--- config.mk ---
export PLATFORM = sky130hd
export DESIGN_NAME = slot_power_control_status_regs
export DESIGN_NICKNAME = d
export VERILOG_FILES = /design/src/hw/slot_power_pkg.sv /design/src/hw/slot_power_control_status_regs.sv /design/src/hw/slot_status_reg.sv
export SDC_FILE = /design/constraint.sdc
export NUM_CORES = 1
export LEC_CHECK = 0
export ABC_AREA = 1
export BUFFER_PORTS_ARGS = -buffer_cell sky130_fd_sc_hd__buf_2
export CAP_MARGIN = 10
export CORE_ASPECT_RATIO = 0.9
export CORE_MARGIN = 5
export CORE_UTILIZATION = 50
export CTS_CLUSTER_DIAMETER = 50
export CTS_CLUSTER_SIZE = 24
export DETAILED_ROUTE_END_ITERATION = 10
export GPL_ROUTABILITY_DRIVEN = 0
export MAX_ROUTING_LAYER = met4
export PLACE_DENSITY_LB_ADDON = 0.25
export RECOVER_POWER = 100
export SLEW_MARGIN = 20
export SYNTH_ARGS = -nofsm -noshare
export SYNTH_HDL_FRONTEND = slang
export SYNTH_SLANG_ARGS = --single-unit
export TNS_END_PERCENT = 100
--- constraint.sdc ---
create_clock -name clock -period 1.6 [get_ports clock]
set_clock_uncertainty 0.05 [all_clocks]
set_input_delay 0.08 -clock clock [delete_from_list [all_inputs] [get_ports clock]]
set_output_delay 0.08 -clock clock [all_outputs]
set_load 0.03 [all_outputs]
--- src/hw/slot_power_pkg.sv ---
// package: command codes, bit layout, reset values and carriers of the slot power registers
package slot_power_pkg;

  // ----------------------------------------
  // command codes
  // ----------------------------------------
  localparam logic [7:0] CMD_CTRL_A = 8'h02;
  localparam logic [7:0] CMD_CTRL_B = 8'h03;
  localparam logic [7:0] CMD_STAT_A = 8'h04;
  localparam logic [7:0] CMD_STAT_B = 8'h05;

  // ----------------------------------------
  // reset values and the unmapped read byte
  // ----------------------------------------
  localparam logic [7:0] CTRL_RESET = 8'h00;
  localparam logic [7:0] STAT_RESET = 8'h00;
  localparam logic [7:0] UNMAPPED_READ = 8'h00;

  // ----------------------------------------
  // control register fields
  // ----------------------------------------
  localparam int CTRL_AUX_GOOD_BIT = 7;
  localparam int CTRL_MAIN_GOOD_BIT = 6;
  localparam int CTRL_MAIN_EN_BIT = 1;
  localparam int CTRL_AUX_EN_BIT = 0;

  // ----------------------------------------
  // status register fields
  // ----------------------------------------
  localparam int STAT_FAULT_PIN_BIT = 7;
  localparam int STAT_MAIN_ON_BIT = 6;
  localparam int STAT_AUX_ON_BIT = 5;
  localparam int OC_FLAG_COUNT = 5;
  localparam int OC_AUX_BIT = 4;
  localparam int OC_NEG12_BIT = 3;
  localparam int OC_POS12_BIT = 2;
  localparam int OC_FIVE_BIT = 1;
  localparam int OC_THREE_BIT = 0;

  // ----------------------------------------
  // carriers
  // ----------------------------------------
  // per-slot analog and pin side, as seen by the logic
  typedef struct packed {
    logic mainPowerGood;
    logic auxPowerGood;
    logic mainActualOn;
    logic auxActualOn;
    logic pinControl;
    logic onPin;
    logic auxEnPin;
    logic [4:0] overcurrentEvent;
  } slot_in_t;

  typedef struct packed {
    logic mainEnable;
    logic auxEnable;
    logic faultOut_n;
  } slot_out_t;

endpackage : slot_power_pkg

--- src/hw/slot_power_control_status_regs.sv ---
// dual-slot power control and status register bank behind the command-code port
// ----------------------------------------
// ----------------------------------------
module slot_power_control_status_regs (
  input wire logic clock,
  input wire logic reset,
  input wire logic [7:0] cmdCode,
  input wire logic writeStrobe,
  input wire logic [7:0] writeData,
  input wire logic readStrobe,
  output logic [7:0] readData,
  output logic readValid,
  input wire slot_power_pkg::slot_in_t slotAIn,
  input wire slot_power_pkg::slot_in_t slotBIn,
  output slot_power_pkg::slot_out_t slotAOut,
  output slot_power_pkg::slot_out_t slotBOut,
  output logic interruptOut_n
);

  localparam int FW = slot_power_pkg::OC_FLAG_COUNT;

  logic [7:0] ctrlA_r;
  logic [7:0] ctrlB_r;
  logic [7:0] readData_r;
  logic [7:0] readData_nxt;
  logic readValid_r;
  logic interrupt_n_r;
  logic [7:0] slot_a_status;
  logic [7:0] slot_b_status;
  logic [FW-1:0] flagsA;
  logic [FW-1:0] flagsB;
  logic [FW-1:0] clearA;
  logic [FW-1:0] clearB;
  logic slot_a_fault_out_n_n;
  logic slot_b_fault_out_n_n;

  // ----------------------------------------
  // helpers
  // ----------------------------------------
  // control byte view: power-good on top, enables at the bottom, the rest zero
  function automatic logic [7:0] ctrlView(input logic [7:0] stored,
                                          input slot_power_pkg::slot_in_t s);
    logic [7:0] v;
    v = 8'h00;
    v[slot_power_pkg::CTRL_AUX_GOOD_BIT] = s.auxPowerGood;
    v[slot_power_pkg::CTRL_MAIN_GOOD_BIT] = s.mainPowerGood;
    v[slot_power_pkg::CTRL_MAIN_EN_BIT] = stored[slot_power_pkg::CTRL_MAIN_EN_BIT];
    v[slot_power_pkg::CTRL_AUX_EN_BIT] = stored[slot_power_pkg::CTRL_AUX_EN_BIT];
    return v;
  endfunction : ctrlView

  // only the two enable bits keep what is written
  function automatic logic [7:0] ctrlKeep(input logic [7:0] d);
    logic [7:0] v;
    v = 8'h00;
    v[slot_power_pkg::CTRL_MAIN_EN_BIT] = d[slot_power_pkg::CTRL_MAIN_EN_BIT];
    v[slot_power_pkg::CTRL_AUX_EN_BIT] = d[slot_power_pkg::CTRL_AUX_EN_BIT];
    return v;
  endfunction : ctrlKeep

  // ----------------------------------------
  // control registers
  // ----------------------------------------
  always_ff @(posedge clock) begin
    if (reset) begin
      ctrlA_r <= slot_power_pkg::CTRL_RESET;
    end else if (writeStrobe && cmdCode == slot_power_pkg::CMD_CTRL_A) begin
      ctrlA_r <= ctrlKeep(writeData);
    end
  end

  always_ff @(posedge clock) begin
    if (reset) begin
      ctrlB_r <= slot_power_pkg::CTRL_RESET;
    end else if (writeStrobe && cmdCode == slot_power_pkg::CMD_CTRL_B) begin
      ctrlB_r <= ctrlKeep(writeData);
    end
  end

  assign slotAOut.mainEnable = ctrlA_r[slot_power_pkg::CTRL_MAIN_EN_BIT];
  assign slotAOut.auxEnable = ctrlA_r[slot_power_pkg::CTRL_AUX_EN_BIT];
  assign slotBOut.mainEnable = ctrlB_r[slot_power_pkg::CTRL_MAIN_EN_BIT];
  assign slotBOut.auxEnable = ctrlB_r[slot_power_pkg::CTRL_AUX_EN_BIT];

  // ----------------------------------------
  // status registers
  // ----------------------------------------
  // upper status bits are read-only, so only the flag lanes carry a clear
  assign clearA = (writeStrobe && cmdCode == slot_power_pkg::CMD_STAT_A) ?
                  writeData[FW-1:0] : '0;
  assign clearB = (writeStrobe && cmdCode == slot_power_pkg::CMD_STAT_B) ?
                  writeData[FW-1:0] : '0;

  slot_status_reg #(
    .FLAG_W(FW)
  ) uStatA (
    .clock(clock),
    .reset(reset),
    .slotIn(slotAIn),
    .clearMask(clearA),
    .statusByte(slot_a_status),
    .flags(flagsA),
    .faultOut_n(slot_a_fault_out_n_n)
  );

  slot_status_reg #(
    .FLAG_W(FW)
  ) uStatB (
    .clock(clock),
    .reset(reset),
    .slotIn(slotBIn),
    .clearMask(clearB),
    .statusByte(slot_b_status),
    .flags(flagsB),
    .faultOut_n(slot_b_fault_out_n_n)
  );

  assign slotAOut.faultOut_n = slot_a_fault_out_n_n;
  assign slotBOut.faultOut_n = slot_b_fault_out_n_n;

  // ----------------------------------------
  // interrupt line
  // ----------------------------------------
  // a level: stays low while any flag of either slot is still set
  always_ff @(posedge clock) begin
    if (reset) begin
      interrupt_n_r <= 1'b1;
    end else begin
      interrupt_n_r <= !((|flagsA) || (|flagsB));
    end
  end

  assign interruptOut_n = interrupt_n_r;

  // ----------------------------------------
  // read path
  // ----------------------------------------
  // reads are pure muxing: nothing in the slots sees the read strobe
  always_comb begin
    unique case (cmdCode)
      slot_power_pkg::CMD_CTRL_A: readData_nxt = ctrlView(ctrlA_r, slotAIn);
      slot_power_pkg::CMD_CTRL_B: readData_nxt = ctrlView(ctrlB_r, slotBIn);
      slot_power_pkg::CMD_STAT_A: readData_nxt = slot_a_status;
      slot_power_pkg::CMD_STAT_B: readData_nxt = slot_b_status;
      default: readData_nxt = slot_power_pkg::UNMAPPED_READ;
    endcase
  end

  always_ff @(posedge clock) begin
    if (reset) begin
      readData_r <= 8'h00;
    end else if (readStrobe) begin
      readData_r <= readData_nxt;
    end
  end

  always_ff @(posedge clock) begin
    if (reset) begin
      readValid_r <= 1'b0;
    end else begin
      readValid_r <= readStrobe;
    end
  end

  assign readData = readData_r;
  assign readValid = readValid_r;
endmodule : slot_power_control_status_regs

--- src/hw/slot_status_reg.sv ---
// one slot's status register: overcurrent flags, fault pin latch and status byte
module slot_status_reg #(
  parameter int FLAG_W = 5
) (
  input wire logic clock,
  input wire logic reset,
  input wire slot_power_pkg::slot_in_t slotIn,
  input wire logic [FLAG_W-1:0] clearMask,
  output logic [7:0] statusByte,
  output logic [FLAG_W-1:0] flags,
  output logic faultOut_n
);

  // ----------------------------------------
  // elaboration check
  // ----------------------------------------
  if (FLAG_W != slot_power_pkg::OC_FLAG_COUNT) begin : gBadWidth
    $error("slot_status_reg: flag width must match the status layout");
  end

  logic [FLAG_W-1:0] flags_r;
  logic faultMain_r;
  logic faultAux_r;
  logic faultOut_n_r;
  logic faultActive;

  // ----------------------------------------
  // overcurrent flags
  // ----------------------------------------
  // set beats clear so a trip in the clearing cycle is never lost
  always_ff @(posedge clock) begin
    if (reset) begin
      flags_r <= '0;
    end else begin
      flags_r <= (flags_r & ~clearMask) | slotIn.overcurrentEvent;
    end
  end

  // ----------------------------------------
  // fault pin latch
  // ----------------------------------------
  // released only by the enable pins or by dropping pinControl, never by register traffic or reads
  always_ff @(posedge clock) begin
    if (reset) begin
      faultMain_r <= 1'b0;
      faultAux_r <= 1'b0;
    end else if (!slotIn.pinControl) begin
      faultMain_r <= 1'b0;
      faultAux_r <= 1'b0;
    end else begin
      faultMain_r <= slotIn.onPin && (faultMain_r || (|slotIn.overcurrentEvent[3:0]));
      faultAux_r <= slotIn.auxEnPin &&
                    (faultAux_r || slotIn.overcurrentEvent[slot_power_pkg::OC_AUX_BIT]);
    end
  end

  assign faultActive = faultMain_r || faultAux_r;

  always_ff @(posedge clock) begin
    if (reset) begin
      faultOut_n_r <= 1'b1;
    end else begin
      faultOut_n_r <= !faultActive;
    end
  end

  // ----------------------------------------
  // status byte
  // ----------------------------------------
  always_comb begin
    statusByte = slot_power_pkg::STAT_RESET;
    statusByte[slot_power_pkg::STAT_FAULT_PIN_BIT] = !faultOut_n_r;
    statusByte[slot_power_pkg::STAT_MAIN_ON_BIT] = slotIn.mainActualOn;
    statusByte[slot_power_pkg::STAT_AUX_ON_BIT] = slotIn.auxActualOn;
    statusByte[FLAG_W-1:0] = flags_r;
  end

  assign flags = flags_r;
  assign faultOut_n = faultOut_n_r;
endmodule : slot_status_reg

; After elaboration in Yosys (flattened, before gate mapping)
; Cells that the tools add are included.
[op_classes]
n_eq_ne = 4
muxes = 3
n_bitwise = 8
reduce_logical = 26
[op_table]
columns = cell, n
row1 = one-hot mux 8 bit (4 select lines), 1
row2 = equality test 8 x 2 -> 1 bit (second input constant), 2
row3 = equality test 8 x 3 -> 1 bit (second input constant), 2
row4 = bitwise AND 5 bit, 2
row5 = 2-to-1 mux 5 bit, 2
row6 = inverter 5 bit, 2
row7 = OR 5 bit, 2
row8 = OR reduction 5 bit, 2
row9 = logical AND 1 bit, 8
row10 = OR reduction 4 bit, 2
row11 = logical OR 1 bit, 7
row12 = zero test 1 bit, 5
row13 = OR reduction 2 bit, 2
row14 = inverter 1 bit, 2
[word_totals]
regBits = 30
input_bits = 44
out_inout_bits = 16
wordCells = 54

; Depth between registers and ports, before layout
; Gate-level depths: netlist of run 1.
[depth]
depth_word = 6
mapped_depth = 8
mapped_depth_nobuf = 8

; By module
; A second synthesis of run 1 with hierarchy kept.
[hier_totals]
cells_unflattened = 227
hier_area_um2 = 1556.5
[by_module_without_submodules]
columns = mod, instances, cells_each, area_per_inst_um2, seq_area_each_um2
row1 = slot_power_control_status_regs, 1, 139, 888.4, 280.3
row2 = slot_status_reg, 2, 44, 334.1, 160.2

; Least setup slack after synthesis of run 1
; Ideal clock, no wire load.
[synth_timing]
kind = register -> register
start = reg ctrlB_r[0]
end = reg readData_r[0], in the netlist readData[0]
setup_time_ns = 0.070
t_arrival_ns = 0.828
required_time_ns = 1.480
slack_ns = 0.652
path_stages_with_launch = 5
path_buffers = 0
period_less_slack_ns = 0.948
path_cell_list = dfxtp_1 > nand3_1 > nand2_1 > o21ai_1 > a21oi_1
[synth_via]
elab_chain_len = 1
[synth_rtl]
columns = item, line
row1 = from (decl), slot_power_control_status_regs.sv:23  ; logic [7:0] ctrlB_r;
row2 = from (signal assigned), slot_power_control_status_regs.sv:74  ; ctrlB_r <= slot_power_pkg::CTRL_RESET;
row3 = from (signal assigned), slot_power_control_status_regs.sv:76  ; ctrlB_r <= ctrlKeep(writeData);
row4 = one-hot mux 8 bit (4 select lines), slot_power_control_status_regs.sv:140  ; unique case (cmdCode)
row5 = to (signal assigned), slot_power_control_status_regs.sv:153  ; readData_r <= readData_nxt;
row6 = to (decl), slot_power_control_status_regs.sv:24  ; logic [7:0] readData_r;
; No other way between the ends.
; A chain may end at the register's enable or synchronous reset.

; Worst setup path after layout of run 1
[layout_timing]
start = in slotBIn[1] (netlist bit)
end = reg uStatB.faultMain_r
[layout_via]
elab_chain_len = 3
[layout_rtl]
columns = item, line
row1 = from (decl), slot_power_control_status_regs.sv:14  ; input wire slot_power_pkg::slot_in_t slotBIn,
row2 = OR reduction 4 bit, slot_status_reg.sv:51  ; faultMain_r <= slotIn.onPin && (faultMain_r || (|slotIn.overcurrentEvent[3:0]));
row3 = logical OR 1 bit, slot_status_reg.sv:51
row4 = logical AND 1 bit, slot_status_reg.sv:51
row5 = to (signal assigned), slot_status_reg.sv:51
row6 = to (decl), slot_status_reg.sv:22  ; logic faultMain_r;
; No other way between the ends.

==> results of run 1 <==
-- critical path: cells and delay by family --
family                 cells  cell delay (ns)
buffers and inverters      5             1.36
AOI/OAI and AO/OA          1             0.19
and+or+nand+nor            1             0.11
-- what timing repair did --
item / 4_1_cts / 5_1_grt
hold buffers: 20 / 0
setup endpoints to repair: 0 / 0
endpoints found under the hold margin: 17 / 0
-- cell families after synthesis --
family                 Yosys count
AOI/OAI and AO/OA               46
buffers and inverters           36
and+or+nand+nor                 76
DFF                             30
-- registers in the layout, summed over array words and instances (netlist names) --
register and flops:
interruptOut_n 1, readData 8, ctrlB_r 2, ctrlA_r 2, readValid 1, uStatA.flags 5
uStatB.faultMain_r 1, uStatB.flags 5, uStatA.faultOut_n 1, uStatB.faultOut_n 1, uStatB.faultAux_r 1, uStatA.faultMain_r 1
uStatA.faultAux_r 1
-- final cells by class --
type	count	share of cell area (%)
Tap cell	40	2.61
Multi-Input combinational cell	122	31.7
Clock buffer	6	2.68
Inverter	28	5.48
Sequential cell	30	31.3
Timing Repair Buffer	79	24.6
Clock inverter	1	1.57
-- per-layer routing --
| layer | track usage [%] | up-vias |
|---|---|---|
| met4 | 7.83 | 0 |
| met1 | 23.2 | 664 |
| met3 | 6.30 | 6 |
| met2 | 36.3 | 40 |
| li1 | - | 775 |
| met5 | - | - |
-- worst paths after layout --
check,start,to,cells past startpoint
worst min-delay path,slotBIn[8],readData[5],5
worst max-delay path,slotBIn[1],uStatB.faultMain_r,7
worst max register to register,uStatB.faultMain_r,uStatB.faultMain_r,3
worst min register to register,uStatA.faultAux_r,uStatA.faultOut_n,1
-- cells in the final DEF (no fill, tap or decap), types with 2 or more instances in the layout --
cell type	count
sky130_fd_sc_hd__a21oi_1	20
sky130_fd_sc_hd__a21oi_2	2
sky130_fd_sc_hd__buf_2	37
sky130_fd_sc_hd__clkbuf_1	21
sky130_fd_sc_hd__clkbuf_4	5
sky130_fd_sc_hd__dfxtp_1	30
sky130_fd_sc_hd__dlygate4sd3_1	20
sky130_fd_sc_hd__inv_1	24
sky130_fd_sc_hd__inv_2	3
sky130_fd_sc_hd__nand2_1	37
sky130_fd_sc_hd__nand2_2	3
sky130_fd_sc_hd__nand3_1	20
sky130_fd_sc_hd__nand3b_1	2
sky130_fd_sc_hd__nand4_1	2
sky130_fd_sc_hd__nor2_1	6
sky130_fd_sc_hd__nor2_2	2
sky130_fd_sc_hd__nor4_1	2
sky130_fd_sc_hd__o2111a_1	2
sky130_fd_sc_hd__o2111ai_1	2
sky130_fd_sc_hd__o21ai_0	15
sky130_fd_sc_hd__o21ai_1	5
-- power groups by stage --
stage / combinational, mW / sequential (mW) / clock [mW]
global route: 0.216 / 0.794 / 0.657
floorplan: 0.0918 / 0.810 / 0
detailed placement: 0.165 / 0.808 / 0
finish: 0.193 / 0.792 / 0.603
CTS: 0.200 / 0.791 / 0.616
global placement: 0.163 / 0.808 / 0
==> flow_summary_export.csv, run 1 <==
group,metric,value,unit
synthesis,yosysMostFrequentCell,"sky130_fd_sc_hd__nand2_1",
layout,layout-drive-gt1-share,21.1,%
power,power.share.clock,38.0,%
detailed_routing,routed-wl-met2,1870,um
floorplanning,boundaryPins,60,
synthesis,postSynth.topFlopCell,"sky130_fd_sc_hd__dfxtp_1",
floorplanning,fp-row-count,18,
place,place_hpwl,2490,um
run_status,status,"complete, no violations",
layout,final_design_area_no_fill,1920,um2
timing,rsz_0062_raised_after_global_routing,"no",
layout,final_nets,310,
place,placed_cells,279,
power,power.sequential.fraction,49.8,%
grt,largest_net_degree_at_the_start_of_global_routing,20,
clock_network,cts_buf_count,5,
detailed_routing,wl_met3,212,um
synthesis,post-synth-top-area-fraction,42.6,%
layout,fin_util,70.3,%
setup_path,r2r_slack,0.33,ns
layout,fill_cells,258,
synthesis,post_synth_main_area_contributors,"sky130_fd_sc_hd__dfxtp_1 43%, sky130_fd_sc_hd__nand2_1 9.8%, sky130_fd_sc_hd__nand3_1 6.7%",
synthesis,post_synth_and_or_nand_nor_area_fraction,26.8,%
detailed_routing,drt-pass1-iter-count,4,
synthesis,postSynth.asyncResetShare,0,%
synthesis,yosysWarningCount,0,
detailed_routing,remaining_drc_errors,0,
clock_network,cts_tree,"yes",
timing,max_slew.worst_pin.slew,0.684,ns
synthesis,post_synth_design_cell_area,1410,um2
setup_path,cp.arrival,1.74,ns
setup_path,worst_path_max_delay_cell,"sky130_fd_sc_hd__dlygate4sd3_1",
grt,grt_antenna_before_repair,0,
timing,post-route-min-period,1.56,ns
synthesis,synthMuxAreaShare,0,%
power,power_per_cell_area,829,nW/um2
detailed_routing,wl,3720,um
flow_run,max_cap_violations,0,
synthesis,ys_types,25,
synthesis,synth_compound_area_share,18.8,%
place,place_area,1700,um2
floorplanning,start_util,51.7,%
place,io_buffer_count,56,
clock_network,post_cts_clock_slew_at_the_launch_and_capture_registers_of_the_worst_setup_and_hold_paths,0.09,ns
clock_network,post_cts_resize_count,0,
layout,layout_overhead_on_the_synthesized_area,35.9,%
synthesis,synthesized_area_per_cell,7.50,um2
detailed_routing,final_routed_wire_length_divided_by_cell_count,12.2,um
timing,postLayoutSetupSlackWorst,0.0357,ns
setup_path,worst_setup_path_end_kind,"flip-flop",
power,p_total,1.59,mW
detailed_routing,highest_layer,"met4",
detailed_routing,metal1_wirelength,1590,um
synthesis,synth-seq-cells,30,
detailed_routing,final_antenna_net_count,0,
synthesis,synthesized_area_fraction_occupied_by_xor_and_xnor_cells,0,%
timing,setup-violations-final,0,
detailed_routing,vias,1485,
setup_path,crit_path_start_kind,"primary input",
synthesis,yosys-top-cells-count,"37 x sky130_fd_sc_hd__nand2_1, 30 x sky130_fd_sc_hd__dfxtp_1, 24 x sky130_fd_sc_hd__inv_1, 19 x sky130_fd_sc_hd__nand3_1, 18 x sky130_fd_sc_hd__a21oi_1",
synthesis,largest_family_of_logic_cells_by_synthesized_area,"simple AND/OR/NAND/NOR gates",
clock_network,max-clock-path-buffers,2,
synthesis,synthAdderAreaFrac,0,%
power,combPwrFrac,12.2,%
power,intPower,1.23,mW
synthesis,number_of_enable_type_register_cells_in_the_synthesized_netlist,0,
timing,timing.final.hold_violations,0,
setup_path,cp_slowest_stage_delay,0.58,ns
floorplanning,vertical_die_dimension,60.4,um
detailed_routing,detailedRoute.firstIterationViolations,51,
power,leakagePower,0.907,nW
layout,antenna-diode-count,0,
grt,groute.usage.overall,21.1,%
min_path,hold_class,"in2reg",
clock_network,numClockSinks,30,
floorplanning,die_w,66.0,um
setup_path,path_cells,"dlygate4sd3_1 -> buf_2 -> inv_1 -> nand4_1 -> o2111ai_1 -> dlygate4sd3_1 -> inv_1",
layout,fin_cells,306,
timing,slew_viol_final,0,
setup_path,critPathRequiredTime,1.78,ns
power,max-vdd-ir-drop,0.000593,V
grt,first_pass_grt_wire_length,6060,um
place,dp_worst_setup_slack,0.346,ns
power,netSwitchingPower,0.358,mW
clock_network,cts_max_level,2,
synthesis,synth_sequential_area_ratio,42.6,%
synthesis,syn-instance-count,188,
grt,via_count_of_the_first_global_routing_pass,1426,
clock_network,worst_skew_pair.late_latency,0.32,ns
setup_path,worstSetupPathType,"in2reg",
layout,final-seq-area,601,um2
synthesis,syn_nets,232,
floorplanning,dieArea,3980,um2
timing,max_clock_freq,639,MHz
timing,fin_crit_sh,97.8,%
detailed_routing,vias_per_cell,4.85,
layout,multi_input_comb_area,608,um2
power,sw_frac_of_total,22.5,%
synthesis,cell_taking_the_most_area_after_synthesis,"sky130_fd_sc_hd__dfxtp_1",
floorplanning,fp.coreArea,2730,um2
grt,grt_overflow_total,0,
timing,fin_worst_hold_slack,0.0381,ns
clock_network,cts-root-buf,"sky130_fd_sc_hd__clkbuf_4",
timing,setup_total_negative_slack,0,ns
setup_path,cp_max_fo,2,
timing,worst_slew_margin_relative_to_its_limit,54.2,%
clock_network,cts_setup_buffers,0,
Power figures use the tool's default switching activity.
==> inputs of run 2 (changes only) <==
--- a/config.mk
+++ b/config.mk
@@ -18,6 +18,7 @@
 export MAX_ROUTING_LAYER = met4
 export PLACE_DENSITY_LB_ADDON = 0.25
 export RECOVER_POWER = 100
+export SETUP_SLACK_MARGIN = 0.5
 export SLEW_MARGIN = 20
 export SYNTH_ARGS = -nofsm -noshare
 export SYNTH_HDL_FRONTEND = slang
==> run 2 against run 1 <==
Against the previous run: global-route usage is 0.25 points lower; clock power is 0.7% higher; sequential cell count stayed put; die area is the same; combinational power hardly changed; setup slack improved by 0.40 ns; total power rose by 0.39%; routed wire length decreased by 0.32%; largest cell class unchanged; first-iteration DRC count up 22%; sequential power barely moved; sequential share of layout area increased by 0.062 points; largest power group unchanged.
==> flow_summary_export.csv, run 2 (same netlist as run 1, synthesis figures left out) <==
group,metric,value,unit
detailed_routing,detailedRoute.firstIterationViolations,62,
setup_path,r2r_slack,0.66,ns
layout,antenna-diode-count,0,
layout,fin_cells,304,
power,netSwitchingPower,0.364,mW
layout,most_frequent_standard_cell_in_the_layout_excluding_fill_and_tap_cells,"sky130_fd_sc_hd__nand2_1",
timing,slew_viol_final,0,
setup_path,cp.arrival,1.03,ns
detailed_routing,vias,1473,
floorplanning,vertical_die_dimension,60.4,um
timing,setup_total_negative_slack,0,ns
floorplanning,dieArea,3980,um2
power,power.sequential.fraction,49.6,%
timing,rsz_0062_raised_after_global_routing,"no",
timing,worst_slew_margin_relative_to_its_limit,59.1,%
setup_path,cp_max_fo,2,
power,max-vdd-ir-drop,0.000606,V
clock_network,cts_tree,"yes",
timing,timing.final.hold_violations,0,
detailed_routing,drt-pass1-iter-count,4,
layout,layout_overhead_on_the_synthesized_area,35.7,%
setup_path,path_cells,"clkbuf_1",
layout,final_cell_mix,"38 x sky130_fd_sc_hd__nand2_1, 36 x sky130_fd_sc_hd__buf_2, 30 x sky130_fd_sc_hd__dfxtp_1, 24 x sky130_fd_sc_hd__inv_1",
min_path,min_from,"slotBIn[8]",
floorplanning,fp.coreArea,2730,um2
flow_run,max_cap_violations,0,
power,p_total,1.59,mW
grt,largest_net_degree_at_the_start_of_global_routing,20,
detailed_routing,remaining_drc_errors,0,
setup_path,worst_setup_path_end_kind,"output pin",
timing,max_slew.worst_pin.slew,0.612,ns
floorplanning,die_w,66.0,um
setup_path,cp_slowest_stage_delay,0.36,ns
place,place_hpwl,2490,um
clock_network,post_cts_clock_slew_at_the_launch_and_capture_registers_of_the_worst_setup_and_hold_paths,0.09,ns
power,power.share.clock,38.1,%
detailed_routing,final_antenna_net_count,0,
detailed_routing,vias_per_cell,4.85,
place,io_buffer_count,56,
timing,max_clock_freq,862,MHz
timing,setup-violations-final,0,
grt,grt_antenna_before_repair,0,
power,sw_frac_of_total,22.8,%
setup_path,critPathRequiredTime,1.47,ns
setup_path,worst_path_dominant_cell_family,"flip-flops",
clock_network,cts-root-buf,"sky130_fd_sc_hd__clkbuf_4",
floorplanning,boundaryPins,60,
grt,via_count_of_the_first_global_routing_pass,1417,
layout,final_nets,308,
setup_path,setup.worst_path.start,"uStatA.faultOut_n",
setup_path,r2r_start,"uStatA.flags[0]",
min_path,hold_class,"in2reg",
clock_network,post_cts_resize_count,0,
clock_network,cts_max_level,2,
floorplanning,fp-row-count,18,
grt,first_pass_grt_wire_length,5980,um
setup_path,timing.critical_path.buf_inv,1,
layout,largest_register_ff_count,8,
timing,fin_crit_sh,72.5,%
clock_network,cts_setup_buffers,0,
clock_network,numClockSinks,30,
grt,groute.usage.overall,20.8,%
grt,grt_overflow_total,0,
run_status,status,"complete, no violations",
clock_network,worst_skew_pair.late_latency,0.32,ns
setup_path,crit_path_start_kind,"flip-flop",
floorplanning,start_util,51.7,%
clock_network,max-clock-path-buffers,2,
clock_network,cts_buf_count,5,
layout,layout-drive-gt1-share,22.0,%
power,intPower,1.23,mW
setup_path,worst_path_max_delay_cell,"sky130_fd_sc_hd__dfxtp_1",
power,leakagePower,0.903,nW
detailed_routing,wl,3710,um
layout,fill_cells,260,
detailed_routing,final_routed_wire_length_divided_by_cell_count,12.2,um
timing,post-route-min-period,1.16,ns
place,placed_cells,279,
power,power_per_cell_area,833,nW/um2
setup_path,worstSetupPathType,"reg2out",
power,combPwrFrac,12.3,%
timing,fin_worst_hold_slack,0.0380,ns
[run 2: cell count changes in the layout (fill, tap and decap cells not counted), sizes merged]
| cell | previous run | this run |
|---|---|---|
| clkbuf | 27 | 26 |
| dlygate4sd3 | 20 | 18 |
| buf | 38 | 39 |
[run 2: final cells by class]
type	instances	area, um2	area share, %
clock inverters	1	30.0	1.57
multi-input cells	122	618	32.3
inverters	28	105	5.49
well taps	40	50.0	2.62
flip-flops and latches	30	601	31.4
repair buffers	77	458	23.9
clock buffers	6	51.3	2.68
[run 2: final timing paths]
path | end | cells past startpoint
setup / recovery | slotAOut[0] | 1
setup reg to reg | interruptOut_n | 3
hold reg to reg | uStatA.faultOut_n | 1
hold / removal | readData[5] | 5
[run 2: worst min-delay path: cells and delay by family]
| kind | cells | cell delay [ns] |
|---|---|---|
| AO/OA/AOI/OAI | 1 | 0.04 |
| buffers and inverters | 1 | 0.10 |
| AND/OR/NAND/NOR | 3 | 0.15 |
[run 2: repair_timing]
| action | 4_1_cts | 5_1_grt |
|---|---|---|
| endpoints found under the setup margin | 0 | 0 |
| hold buffers | 18 | 0 |
| hold endpoints to repair | 17 | 0 |
[run 2: power groups by stage]
stage,Combinational [mW],Clock (mW),Sequential (mW)
6_report,0.196,0.607,0.792
5_1_grt,0.219,0.653,0.794
4_1_cts,0.199,0.616,0.791
3_5_place_dp,0.165,0,0.808
3_3_place_gp,0.163,0,0.808
2_1_floorplan,0.0918,0,0.810
[run 2: metrics by stage]
stage,setup slack [ns],util (%),instance area (um2)
after floorplan,0.652,-,1410
after global placement,0.364,62.4,1700
after detailed placement,0.346,62.4,1700
after CTS,0.553,72.0,1960
after global routing,0.280,70.2,1910
final,0.440,70.2,1910
[run 2: layer usage]
layer  wire length, um  up-vias  GRT usage [%]
met2              1860       44           35.9
met3               233        6           6.30
met1              1560      655           22.8
met5                 0        -              -
li1                  -      768              -
met4                47        0           7.83
